$ cat src/rtl/tppio_defs.svh
// Register offsets, reset values and widths for the three-port parallel I/O block
`ifndef TPPIO_DEFS_SVH
`define TPPIO_DEFS_SVH
`define TPPIO_IDX_C_DATA  4'h2
`define TPPIO_IDX_D_DATA  4'h3
`define TPPIO_IDX_C_DIR   4'h6
`define TPPIO_IDX_D_DIR   4'h7
`define TPPIO_IDX_E_DATA  4'h8
`define TPPIO_IDX_E_DIR   4'hC
`define TPPIO_IDX_MUX     4'hD
`define TPPIO_DIR_RESET   8'h00
`define TPPIO_MUX_RESET   8'h00
`define TPPIO_RESP_OKAY   2'b00
`define TPPIO_RESP_SLVERR 2'b10
`define TPPIO_ADDR_W      6
`define TPPIO_PS_EXTCLK   3'h7
`define TPPIO_MUX_SERIAL  0
`define TPPIO_MUX_KBDRV   1
`endif

$ cat src/rtl/tppio_pkg.sv
// Types for the three-port parallel I/O block
package tppio_pkg;
  typedef logic [7:0] tppio_byte_t;
  typedef enum logic [1:0] {TPPIO_IDLE, TPPIO_WRESP, TPPIO_RRESP} tppio_bus_t;
  typedef struct packed {
    tppio_byte_t c_latch;
    tppio_byte_t d_latch;
    tppio_byte_t e_latch;
    tppio_byte_t c_dir;
    tppio_byte_t d_dir;
    tppio_byte_t e_dir;
    tppio_byte_t c_s1;
    tppio_byte_t c_s2;
    tppio_byte_t d_s1;
    tppio_byte_t d_s2;
    tppio_byte_t e_s1;
    tppio_byte_t e_s2;
    logic        aw_held;
    logic [5:0]  aw_addr;
    logic        w_held;
    logic [31:0] w_data;
    logic [3:0]  w_strb;
    tppio_bus_t  wr_state;
    tppio_bus_t  rd_state;
    logic [1:0]  b_resp;
    logic [31:0] r_data;
    logic [1:0]  r_resp;
  } tppio_state_t;
endpackage

$ cat src/rtl/tppio_top.sv
// Three byte-wide GPIO ports with pin sharing for timer, serial and keypad, AXI4-Lite registers
`timescale 1ns/100ps
`include "tppio_defs.svh"
module tppio_top (
  // Clock and reset
  input  wire logic                 sys_clk,
  input  wire logic                 resetn,
  // AXI4-Lite write address and data
  input  wire logic [31:0]          s_axi_awaddr,
  input  wire logic                 s_axi_awvalid,
  output logic                      s_axi_awready,
  input  wire logic [31:0]          s_axi_wdata,
  input  wire logic [3:0]           s_axi_wstrb,
  input  wire logic                 s_axi_wvalid,
  output logic                      s_axi_wready,
  // AXI4-Lite write response
  output logic [1:0]                s_axi_bresp,
  output logic                      s_axi_bvalid,
  input  wire logic                 s_axi_bready,
  // AXI4-Lite read
  input  wire logic [31:0]          s_axi_araddr,
  input  wire logic                 s_axi_arvalid,
  output logic                      s_axi_arready,
  output logic [31:0]               s_axi_rdata,
  output logic [1:0]                s_axi_rresp,
  output logic                      s_axi_rvalid,
  input  wire logic                 s_axi_rready,
  // Port pins
  input  wire tppio_pkg::tppio_byte_t thirdPortBitsIn,
  output tppio_pkg::tppio_byte_t    thirdPortBitsOut,
  output tppio_pkg::tppio_byte_t    thirdPortBitsOe,
  input  wire tppio_pkg::tppio_byte_t fourthPortBitsIn,
  output tppio_pkg::tppio_byte_t    fourthPortBitsOut,
  output tppio_pkg::tppio_byte_t    fourthPortBitsOe,
  input  wire tppio_pkg::tppio_byte_t fifthPortBitsIn,
  output tppio_pkg::tppio_byte_t    fifthPortBitsOut,
  output tppio_pkg::tppio_byte_t    fifthPortBitsOe,
  // Keypad interrupt module
  input  wire tppio_pkg::tppio_byte_t keypadIrqEnables,
  output tppio_pkg::tppio_byte_t    keypadIrqInputs,
  // Timer module
  input  wire logic [7:0]           edgeLevelSelect,
  input  wire logic [3:0]           timerChannelOut,
  input  wire logic [3:0]           timerChannelOe,
  output logic [3:0]                timerChannelPins,
  input  wire logic [2:0]           prescalerSelect,
  output logic                      timerExternalClock,
  // Serial module
  input  wire logic                 serialModuleEnable,
  input  wire logic                 serialTxd,
  output logic                      serialRxd
);
  import tppio_pkg::*;

  tppio_state_t st_reg;
  tppio_state_t st_next;

  logic [3:0]  timerOwn;
  logic        clkOwn;
  logic        serOwn;
  tppio_byte_t eDrv;
  tppio_byte_t eOeMux;
  tppio_byte_t statusByte;
  logic        awTake;
  logic        wTake;
  logic        arTake;

  // Pin value seen by readers: latch where output, synchronised pin where input
  function automatic tppio_byte_t read_mix(input tppio_byte_t dir, input tppio_byte_t lat,
                                           input tppio_byte_t pin);
    read_mix = (dir & lat) | (~dir & pin);
  endfunction

  // True for the six port registers; the status word is read-only and not listed
  function automatic logic reg_known(input logic [3:0] idx);
    if (idx == `TPPIO_IDX_C_DATA) begin
      reg_known = 1'b1;
    end else if (idx == `TPPIO_IDX_D_DATA) begin
      reg_known = 1'b1;
    end else if (idx == `TPPIO_IDX_E_DATA) begin
      reg_known = 1'b1;
    end else if (idx == `TPPIO_IDX_C_DIR) begin
      reg_known = 1'b1;
    end else if (idx == `TPPIO_IDX_D_DIR) begin
      reg_known = 1'b1;
    end else if (idx == `TPPIO_IDX_E_DIR) begin
      reg_known = 1'b1;
    end else begin
      reg_known = 1'b0;
    end
  endfunction

  // Per-channel: any nonzero edge/level select hands the pin to the timer
  always_comb begin
    for (int i = 0; i < 4; i++) begin
      timerOwn[i] = |edgeLevelSelect[2*i +: 2];
    end
  end
  // Only one prescaler code routes the pin; every other code leaves it to the port
  assign clkOwn = (prescalerSelect == `TPPIO_PS_EXTCLK);
  assign serOwn = serialModuleEnable;

  // Read-only status: whether the serial module and the timer channels currently hold port E pins; the clock pin is not shown
  always_comb begin
    statusByte    = 8'h00;
    statusByte[0] = serOwn;
    statusByte[1] = |timerOwn;
  end

  // Port E output mux; timer-owned pins take direction from the timer, clock and serial pins get a fixed direction
  always_comb begin
    eDrv   = st_reg.e_latch;
    eOeMux = st_reg.e_dir;
    for (int i = 0; i < 4; i++) begin
      if (timerOwn[i]) begin
        eDrv[4+i]   = timerChannelOut[i];
        eOeMux[4+i] = timerChannelOe[i];
      end
    end
    // The clock pin is an input whenever it is selected
    if (clkOwn) begin
      eOeMux[3] = 1'b0;
    end
    if (serOwn) begin
      eDrv[2]   = serialTxd;
      eOeMux[2] = 1'b1;
      // Receive pin forced to input so a board driver never fights the block
      eOeMux[1] = 1'b0;
    end
  end

  // Ports C and D have no shared functions: latch and direction go straight out
  assign thirdPortBitsOut  = st_reg.c_latch;
  assign thirdPortBitsOe   = st_reg.c_dir;
  assign fourthPortBitsOut = st_reg.d_latch;
  assign fourthPortBitsOe  = st_reg.d_dir;
  assign fifthPortBitsOut  = eDrv;
  assign fifthPortBitsOe   = eOeMux;

  // Peripheral inputs read the synchronised pins; a pin not handed over shows
  // its receiver's idle level, so the peripheral sees no false edge
  always_comb begin
    keypadIrqInputs    = st_reg.d_s2 & keypadIrqEnables;
    timerChannelPins   = 4'h0;
    timerExternalClock = 1'b0;
    serialRxd          = 1'b1;
    for (int i = 0; i < 4; i++) begin
      if (timerOwn[i]) begin
        timerChannelPins[i] = st_reg.e_s2[4+i];
      end
    end
    if (clkOwn) begin
      timerExternalClock = st_reg.e_s2[3];
    end
    if (serOwn) begin
      serialRxd = st_reg.e_s2[1];
    end
  end

  // Address and data are taken independently; a full slot stalls only its
  // own channel until the write response is taken
  assign s_axi_awready = (st_reg.wr_state == TPPIO_IDLE) && !st_reg.aw_held;
  assign s_axi_wready  = (st_reg.wr_state == TPPIO_IDLE) && !st_reg.w_held;
  assign s_axi_bvalid  = (st_reg.wr_state == TPPIO_WRESP);
  assign s_axi_bresp   = st_reg.b_resp;
  assign s_axi_arready = (st_reg.rd_state == TPPIO_IDLE);
  assign s_axi_rvalid  = (st_reg.rd_state == TPPIO_RRESP);
  assign s_axi_rdata   = st_reg.r_data;
  assign s_axi_rresp   = st_reg.r_resp;

  // Channel hand-overs at this edge
  assign awTake = s_axi_awready && s_axi_awvalid;
  assign wTake  = s_axi_wready && s_axi_wvalid;
  assign arTake = s_axi_arready && s_axi_arvalid;

  always_comb begin
    logic [3:0]  widx;
    logic [3:0]  ridx;
    tppio_byte_t wbyte;
    logic        wbad;
    st_next = st_reg;
    widx    = st_reg.aw_addr[5:2];
    ridx    = s_axi_araddr[5:2];
    wbyte   = st_reg.w_data[7:0];
    wbad    = 1'b0;
    // Two-stage synchronisers on every pin
    // Pins run free of sys_clk; only the second stage is read anywhere
    st_next.c_s1 = thirdPortBitsIn;
    st_next.c_s2 = st_reg.c_s1;
    st_next.d_s1 = fourthPortBitsIn;
    st_next.d_s2 = st_reg.d_s1;
    st_next.e_s1 = fifthPortBitsIn;
    st_next.e_s2 = st_reg.e_s1;

    // Write channel: take address and data in either order
    if (awTake) begin
      st_next.aw_held = 1'b1;
      st_next.aw_addr = s_axi_awaddr[`TPPIO_ADDR_W-1:0];
      // An address beyond the block's window must not alias a register: park it on
      // an unmapped, misaligned slot so the commit answers with an error
      if (s_axi_awaddr[31:`TPPIO_ADDR_W] != '0) begin
        st_next.aw_addr = 6'h3F;
      end
    end
    if (wTake) begin
      st_next.w_held = 1'b1;
      st_next.w_data = s_axi_wdata;
      st_next.w_strb = s_axi_wstrb;
    end
    // The commit waits for both halves so a lone address never writes stale data
    case (st_reg.wr_state)
      TPPIO_IDLE: begin
        if (st_reg.aw_held && st_reg.w_held) begin
          st_next.aw_held  = 1'b0;
          st_next.w_held   = 1'b0;
          st_next.wr_state = TPPIO_WRESP;
          // Only the low lane carries register bits; other lanes are ignored
          if (st_reg.w_strb[0]) begin
            if (widx == `TPPIO_IDX_C_DATA) begin
              st_next.c_latch = wbyte;
            end else if (widx == `TPPIO_IDX_D_DATA) begin
              st_next.d_latch = wbyte;
            end else if (widx == `TPPIO_IDX_E_DATA) begin
              st_next.e_latch = wbyte;
            end else if (widx == `TPPIO_IDX_C_DIR) begin
              // A new direction drives the pin from the cycle after commit
              st_next.c_dir = wbyte;
            end else if (widx == `TPPIO_IDX_D_DIR) begin
              st_next.d_dir = wbyte;
            end else if (widx == `TPPIO_IDX_E_DIR) begin
              st_next.e_dir = wbyte;
            end else begin
              wbad = 1'b1;
            end
          end else if (!reg_known(widx)) begin
            // Low lane off: a mapped word is left as it is, an unmapped one is an error
            wbad = 1'b1;
          end
          if (st_reg.aw_addr[1:0] != 2'b00) begin
            wbad = 1'b1;
          end
          if (wbad) begin
            st_next.b_resp = `TPPIO_RESP_SLVERR;
          end else begin
            st_next.b_resp = `TPPIO_RESP_OKAY;
          end
        end
      end
      TPPIO_WRESP: begin
        // Response stands until the master takes it
        if (s_axi_bready) begin
          st_next.wr_state = TPPIO_IDLE;
        end
      end
      default: begin
        st_next.wr_state = TPPIO_IDLE;
      end
    endcase

    // Read channel: one-cycle decode into a registered answer
    case (st_reg.rd_state)
      TPPIO_IDLE: begin
        if (arTake) begin
          st_next.rd_state = TPPIO_RRESP;
          st_next.r_resp   = `TPPIO_RESP_OKAY;
          // Upper bits of every register word read as zero
          st_next.r_data   = 32'h0000_0000;
          // Out-of-window and misaligned reads answer an error with zero data
          if (s_axi_araddr[31:`TPPIO_ADDR_W] != '0 || s_axi_araddr[1:0] != 2'b00) begin
            st_next.r_resp = `TPPIO_RESP_SLVERR;
          end else if (ridx == `TPPIO_IDX_C_DATA) begin
            st_next.r_data[7:0] = read_mix(st_reg.c_dir, st_reg.c_latch, st_reg.c_s2);
          end else if (ridx == `TPPIO_IDX_D_DATA) begin
            st_next.r_data[7:0] = read_mix(st_reg.d_dir, st_reg.d_latch, st_reg.d_s2);
          end else if (ridx == `TPPIO_IDX_E_DATA) begin
            // Shared pins still read by direction bit, not by owner
            st_next.r_data[7:0] = read_mix(st_reg.e_dir, st_reg.e_latch, st_reg.e_s2);
          end else if (ridx == `TPPIO_IDX_C_DIR) begin
            st_next.r_data[7:0] = st_reg.c_dir;
          end else if (ridx == `TPPIO_IDX_D_DIR) begin
            st_next.r_data[7:0] = st_reg.d_dir;
          end else if (ridx == `TPPIO_IDX_E_DIR) begin
            st_next.r_data[7:0] = st_reg.e_dir;
          end else if (ridx == `TPPIO_IDX_MUX) begin
            st_next.r_data[7:0] = statusByte;
          end else begin
            st_next.r_resp = `TPPIO_RESP_SLVERR;
          end
        end
      end
      TPPIO_RRESP: begin
        // Read answer stands until the master takes it
        if (s_axi_rready) begin
          st_next.rd_state = TPPIO_IDLE;
        end
      end
      default: begin
        st_next.rd_state = TPPIO_IDLE;
      end
    endcase
  end

  // One register process: the data latches are not named in the reset branch,
  // so they keep their contents through reset and hold while it lasts
  // Synchronisers start low; a pin held high shows two edges after release
  always_ff @(posedge sys_clk or negedge resetn) begin
    if (!resetn) begin
      st_reg.c_dir    <= `TPPIO_DIR_RESET;
      st_reg.d_dir    <= `TPPIO_DIR_RESET;
      st_reg.e_dir    <= `TPPIO_DIR_RESET;
      st_reg.c_s1     <= 8'h00;
      st_reg.c_s2     <= 8'h00;
      st_reg.d_s1     <= 8'h00;
      st_reg.d_s2     <= 8'h00;
      st_reg.e_s1     <= 8'h00;
      st_reg.e_s2     <= 8'h00;
      st_reg.aw_held  <= 1'b0;
      st_reg.aw_addr  <= 6'h00;
      st_reg.w_held   <= 1'b0;
      st_reg.w_data   <= 32'h0000_0000;
      st_reg.w_strb   <= 4'h0;
      st_reg.wr_state <= TPPIO_IDLE;
      st_reg.rd_state <= TPPIO_IDLE;
      st_reg.b_resp   <= `TPPIO_RESP_OKAY;
      st_reg.r_data   <= 32'h0000_0000;
      st_reg.r_resp   <= `TPPIO_RESP_OKAY;
    end else begin
      st_reg.c_latch  <= st_next.c_latch;
      st_reg.d_latch  <= st_next.d_latch;
      st_reg.e_latch  <= st_next.e_latch;
      st_reg.c_dir    <= st_next.c_dir;
      st_reg.d_dir    <= st_next.d_dir;
      st_reg.e_dir    <= st_next.e_dir;
      st_reg.c_s1     <= st_next.c_s1;
      st_reg.c_s2     <= st_next.c_s2;
      st_reg.d_s1     <= st_next.d_s1;
      st_reg.d_s2     <= st_next.d_s2;
      st_reg.e_s1     <= st_next.e_s1;
      st_reg.e_s2     <= st_next.e_s2;
      st_reg.aw_held  <= st_next.aw_held;
      st_reg.aw_addr  <= st_next.aw_addr;
      st_reg.w_held   <= st_next.w_held;
      st_reg.w_data   <= st_next.w_data;
      st_reg.w_strb   <= st_next.w_strb;
      st_reg.wr_state <= st_next.wr_state;
      st_reg.rd_state <= st_next.rd_state;
      st_reg.b_resp   <= st_next.b_resp;
      st_reg.r_data   <= st_next.r_data;
      st_reg.r_resp   <= st_next.r_resp;
    end
  end
endmodule

$ cat config.mk
export PLATFORM = sky130hd
export DESIGN_NAME = tppio_top
export DESIGN_NICKNAME = d
export VERILOG_FILES = /design/src/rtl/tppio_pkg.sv /design/src/rtl/tppio_top.sv
export VERILOG_INCLUDE_DIRS = /design/src /design/src/rtl
export SDC_FILE = /design/constraint.sdc
export NUM_CORES = 1
export LEC_CHECK = 0
export BUFFER_PORTS_ARGS = -buffer_cell sky130_fd_sc_hd__buf_2
export CELL_PAD_IN_SITES_DETAIL_PLACEMENT = 1
export CELL_PAD_IN_SITES_GLOBAL_PLACEMENT = 2
export CORE_AREA = 2 2 145 133
export CTS_CLUSTER_DIAMETER = 200
export DETAILED_ROUTE_END_ITERATION = 7
export DIE_AREA = 0 0 147 135
export HOLD_SLACK_MARGIN = 0.05
export PLACE_DENSITY_LB_ADDON = 0.3
export SYNTH_ARGS = -nofsm -noshare
export SYNTH_HDL_FRONTEND = slang
export SYNTH_SLANG_ARGS = --single-unit
$ cat constraint.sdc
create_clock -name sys_clk -period 4.55 [get_ports sys_clk]
set_input_delay 0.91 -clock sys_clk [delete_from_list [all_inputs] [get_ports sys_clk]]
set_output_delay 0.91 -clock sys_clk [all_outputs]
set_load 0.01 [all_outputs]
After elaboration in Yosys (flattened, before gate mapping)
Cells that the tools add are included.

Register bits after elaboration: 156. Bits of input ports: 160. Output and inout port bits: 103. Word-level logic and storage cells: 157.

Equal/unequal tests: 20. Muxes and demuxes: 67. Bitwise logic cells: 18. Reduce and logical (&&, ||, !) cells: 30.

Operator list (number): AND 8 bit (7); two-way mux 8 bit (7); nonzero test 26 bit (2); two-way mux 1 bit (40); two-way mux 37 bit (1); two-way mux 2 bit (15); inverter 8 bit (3); OR 8 bit (3); == test 4 bit, second input constant (5); == test 4 x 2 -> 1 bit, second input constant (4); == test 4 x 3 -> 1 bit, second input constant (4); AND reduction 7 bit (2); AND reduction 9 bit (1); inequality test 2 x 1 -> 1 bit, second input constant (4); one-hot mux 2 bit (2 select lines) (2); AND reduction 2 bit (4); AND reduction 8 bit (1); OR reduction 2 bit (4); OR reduction 8 bit (1); two-way mux 7 bit (1); logical AND 1 bit (6); two-way mux 6 bit (1); AND reduction 6 bit (1); inverter 1 bit (5); 8 further kinds (11).

Longest topological paths before layout
Word-level depth: 16. Gate-level depth with buffers: 6. Gate-level depth less buffers: 4.

Worst setup path before layout
No wires, ideal clock.

Kind: input port to output port. Start: input port edgeLevelSelect[1]. End: output port fifthPortBitsOe[4]. Arrival: 1.480 ns. Required time: 3.640 ns. Path slack: 2.160 ns. Stages on the path: 2. Buffers on the path: 0. Path through: nor2_1 -> mux2_2.

Word-level cells in the longest chain between the ends: 2.

RTL lines: start, declared (line tppio_top.sv:42) `input wire logic [7:0] edgeLevelSelect,`; OR reduction 2 bit (line tppio_top.sv:96) `timerOwn[i] = |edgeLevelSelect[2*i +: 2];`; two-way mux 1 bit (line tppio_top.sv:115) `if (timerOwn[i]) begin`; end, declared (line tppio_top.sv:37) `output tppio_pkg::tppio_byte_t fifthPortBitsOe,`.

Every way passes these cells.

Worst setup path in the final report
Start: input port edgeLevelSelect[5]. End: output port fifthPortBitsOe[6].

The elaborated chain is that of the path after synthesis.

==> results.ini <==
[clock_tree]
cts-htree-levels=4
cts-hold-fix-buffers=0
path_clk_slew_ps=60
cts_num_sinks=125
tritoncts.num_buffers=17
cts_resized=0
clkLatencyLatePin_ps=430
cts_tree=yes
cts_setup_buffers=0
clock-root-buffer=sky130_fd_sc_hd__clkbuf_16
clock_path_buffers=2

[synth]
synth_area_leader_cell=sky130_fd_sc_hd__dfrtp_1
ys.warnings.count=0
synthesis.area_um2=5620
most_numerous_cell_in_the_yosys_netlist=sky130_fd_sc_hd__dfrtp_1
synth_edf_count=24
synth_top_area_share_pct=45.0
synth_top_cells_by_area=sky130_fd_sc_hd__dfrtp_1 (45%), sky130_fd_sc_hd__edfxtp_1 (13%), sky130_fd_sc_hd__mux2_2 (9.8%)
synth_top_cells_by_count=sky130_fd_sc_hd__dfrtp_1 (101), sky130_fd_sc_hd__buf_4 (72), sky130_fd_sc_hd__mux2_2 (49)
async_flop_share_pct=80.8
synth-seq-cells=125
post_synth_num_cell_types=46
postSynth.topFlopCell=sky130_fd_sc_hd__dfrtp_1
synth_area_per_cell_um2=13.0
ys_seq_area_share_pct=57.8
syn-instance-count=431

[floorplan]
io_pins=263
die_width_um=147
floorplan.rows=47
die_area_um2=19800
floorplan.core_area_um2=18200
dieHeight_um=135
floorplan.initialDensity_pct=30.8

[critical_path]
path_class=in2out
timing.critical_path.arrival_ps=1820
worst-r2r-setup-slack_ps=2330
worstPathMaxFanout=4
crit-reg2reg-launch=st_reg[38]$_DFFE_PN0P_
worst-endpoint-required_ps=3640
end_kind=output pin
timing.critical_path.to=fifthPortBitsOe[6]
worst-r2r-cell-count=4
regToRegEndpoint=fourthPortBitsOut[1]$_DFFE_PP_
worst_setup_path_startpoint=edgeLevelSelect[5]
type_of_origin_of_the_critical_path=input pin

[final_layout]
final_layout_size_suffix_gt1_share_pct=49.9
instances_no_fill=868
syn2layout_area_growth_pct=27.0
largest_reg_flops=55
fin_nets=770
n_antenna_cell=0
finalInstanceArea_um2=7130

[routing]
drt_iter0_drc=139
route.detailed.vias_per_inst=4.55
route.detailed.drc=0
antenna_violating_nets_post_route=0
via_count=3949
router_iterations_before_antenna_repair=4
wire_per_inst_um=19.2
wirelength_um=16700

[power_and_ir_drop]
power_per_cell_area_nw_per_um2=441
vdd_drop_max_mv=0.236
cellLeakagePower_nw=3.31

[placed_design]
place_area_um2=6540
preCtsSetupSlack_ps=1740
buffer_ports.inserted=209
finalWeightedCongestion=0.739
placed_cells_incl_taps=836
place_hpwl_um=12000

[grt]
first_global_vias=4416
grt_pass1_wl_um=25300
maximum_number_of_pins_on_one_net_before_global_route_repair=52
antenna_violations_before_repair=0
grt_overflow=0
grt_util_all_layers_pct=17.2

[worst_hold_path]
number_of_instances_on_the_worst_hold_path=0
hp-class=reg2reg

[timing]
slew_headroom_pct=41.2
hold_ws_ps=347
fin_skew_ps=8.63
tightest_slew_ps=879
post-route-period-util_pct=60.0
grt_setup_unrepaired=no
setup_viol_count_final=0
tns_ps=0
layout_setup_ws_ps=1820
fmaxAchievable_mhz=366
hold_viol=0
report.final.slew_viol_count=0
final_period_minus_worst_setup_slack_ps=2730

[run_status]
status=complete, no violations

[run]
cap_violations=0

==> cells by family after synthesis <==
group                  count (synthesis)  synth area share [%]
buffers and inverters                 86                  10.9
AND/OR/NAND/NOR                      104                  11.0
flip-flops                           125                  57.8
other                                  1                0.0668
AO/OA/AOI/OAI                         50                  7.51
multiplexers                          65                  12.7
==> where the power goes <==
group,leakage (nW),switching [mW],internal (mW)
registers,1.44,0.116,1.27
clock network,0.284,0.541,0.829
logic,1.58,0.197,0.190
==> cell usage in the layout, fill, tap and decap left out, types with 6 or more instances in the layout <==
cell	netlist	layout
sky130_fd_sc_hd__mux2_2	49	49
sky130_fd_sc_hd__mux2i_1	16	16
sky130_fd_sc_hd__nor4_1	12	12
sky130_fd_sc_hd__nor2_1	15	15
sky130_fd_sc_hd__nand2_1	12	12
sky130_fd_sc_hd__a211oi_2	6	6
sky130_fd_sc_hd__buf_4	72	9
sky130_fd_sc_hd__nor2b_1	19	19
sky130_fd_sc_hd__and2_1	9	9
sky130_fd_sc_hd__edfxtp_1	24	24
sky130_fd_sc_hd__o221ai_1	7	7
sky130_fd_sc_hd__buf_2	1	208
sky130_fd_sc_hd__a22oi_1	6	6
sky130_fd_sc_hd__clkbuf_16	0	17
sky130_fd_sc_hd__dfrtp_1	101	101
sky130_fd_sc_hd__conb_1	1	26
sky130_fd_sc_hd__nand2b_1	10	10
sky130_fd_sc_hd__a32o_1	6	6
sky130_fd_sc_hd__o22a_1	6	6
==> how the worst min path moves through the flow <==
stage,end,from,slack [ps]
global placement,st_reg[103]$_DFF_PN0_,st_next[103]$_DFF_PN0_,330
detailed placement,st_reg[118]$_DFF_PN0_,st_next[118]$_DFF_PN0_,340
CTS,st_reg[107]$_DFF_PN0_,st_next[107]$_DFF_PN0_,350
floorplan,st_reg[100]$_DFF_PN0_,st_next[100]$_DFF_PN0_,330
finish,st_reg[107]$_DFF_PN0_,st_next[107]$_DFF_PN0_,350
global route,st_reg[84]$_DFF_PN0_,st_next[84]$_DFF_PN0_,350
==> critical path, cell delays in order <==
cell	delay (ps)
sky130_fd_sc_hd__buf_2	90
sky130_fd_sc_hd__nor2_1	290
sky130_fd_sc_hd__mux2_2	380
sky130_fd_sc_hd__buf_2	140
==> routing by layer <==
| layer | track usage [%] | part of all wire (%) | up-vias |
|---|---|---|---|
| met5 | 0 | 0 | - |
| met4 | 5.34 | 1.6 | 0 |
| met3 | 5.54 | 7.5 | 19 |
| met2 | 29.7 | 49 | 166 |
| met1 | 20.7 | 42 | 1941 |
| li1 | - | - | 1823 |
==> per-stage QoR <==
stage | power (mW) | util [%]
finish | 3.14 | 39.1
global route | 3.29 | 39.1
CTS | 3.19 | 39.1
detailed placement | 1.81 | 35.8
global placement | 1.78 | 35.8
floorplan | 1.63 | -
==> final cells by class <==
cell class / count / area (µm²)
flip-flops and latches: 125 / 3250
well taps: 245 / 307
clock inverters: 14 / 158
repair buffers: 217 / 1110
inverters: 4 / 15.0
clock buffers: 18 / 439
fillers: 2036 / 11100
multi-input cells: 245 / 1860
Power figures use the tool's default switching activity.
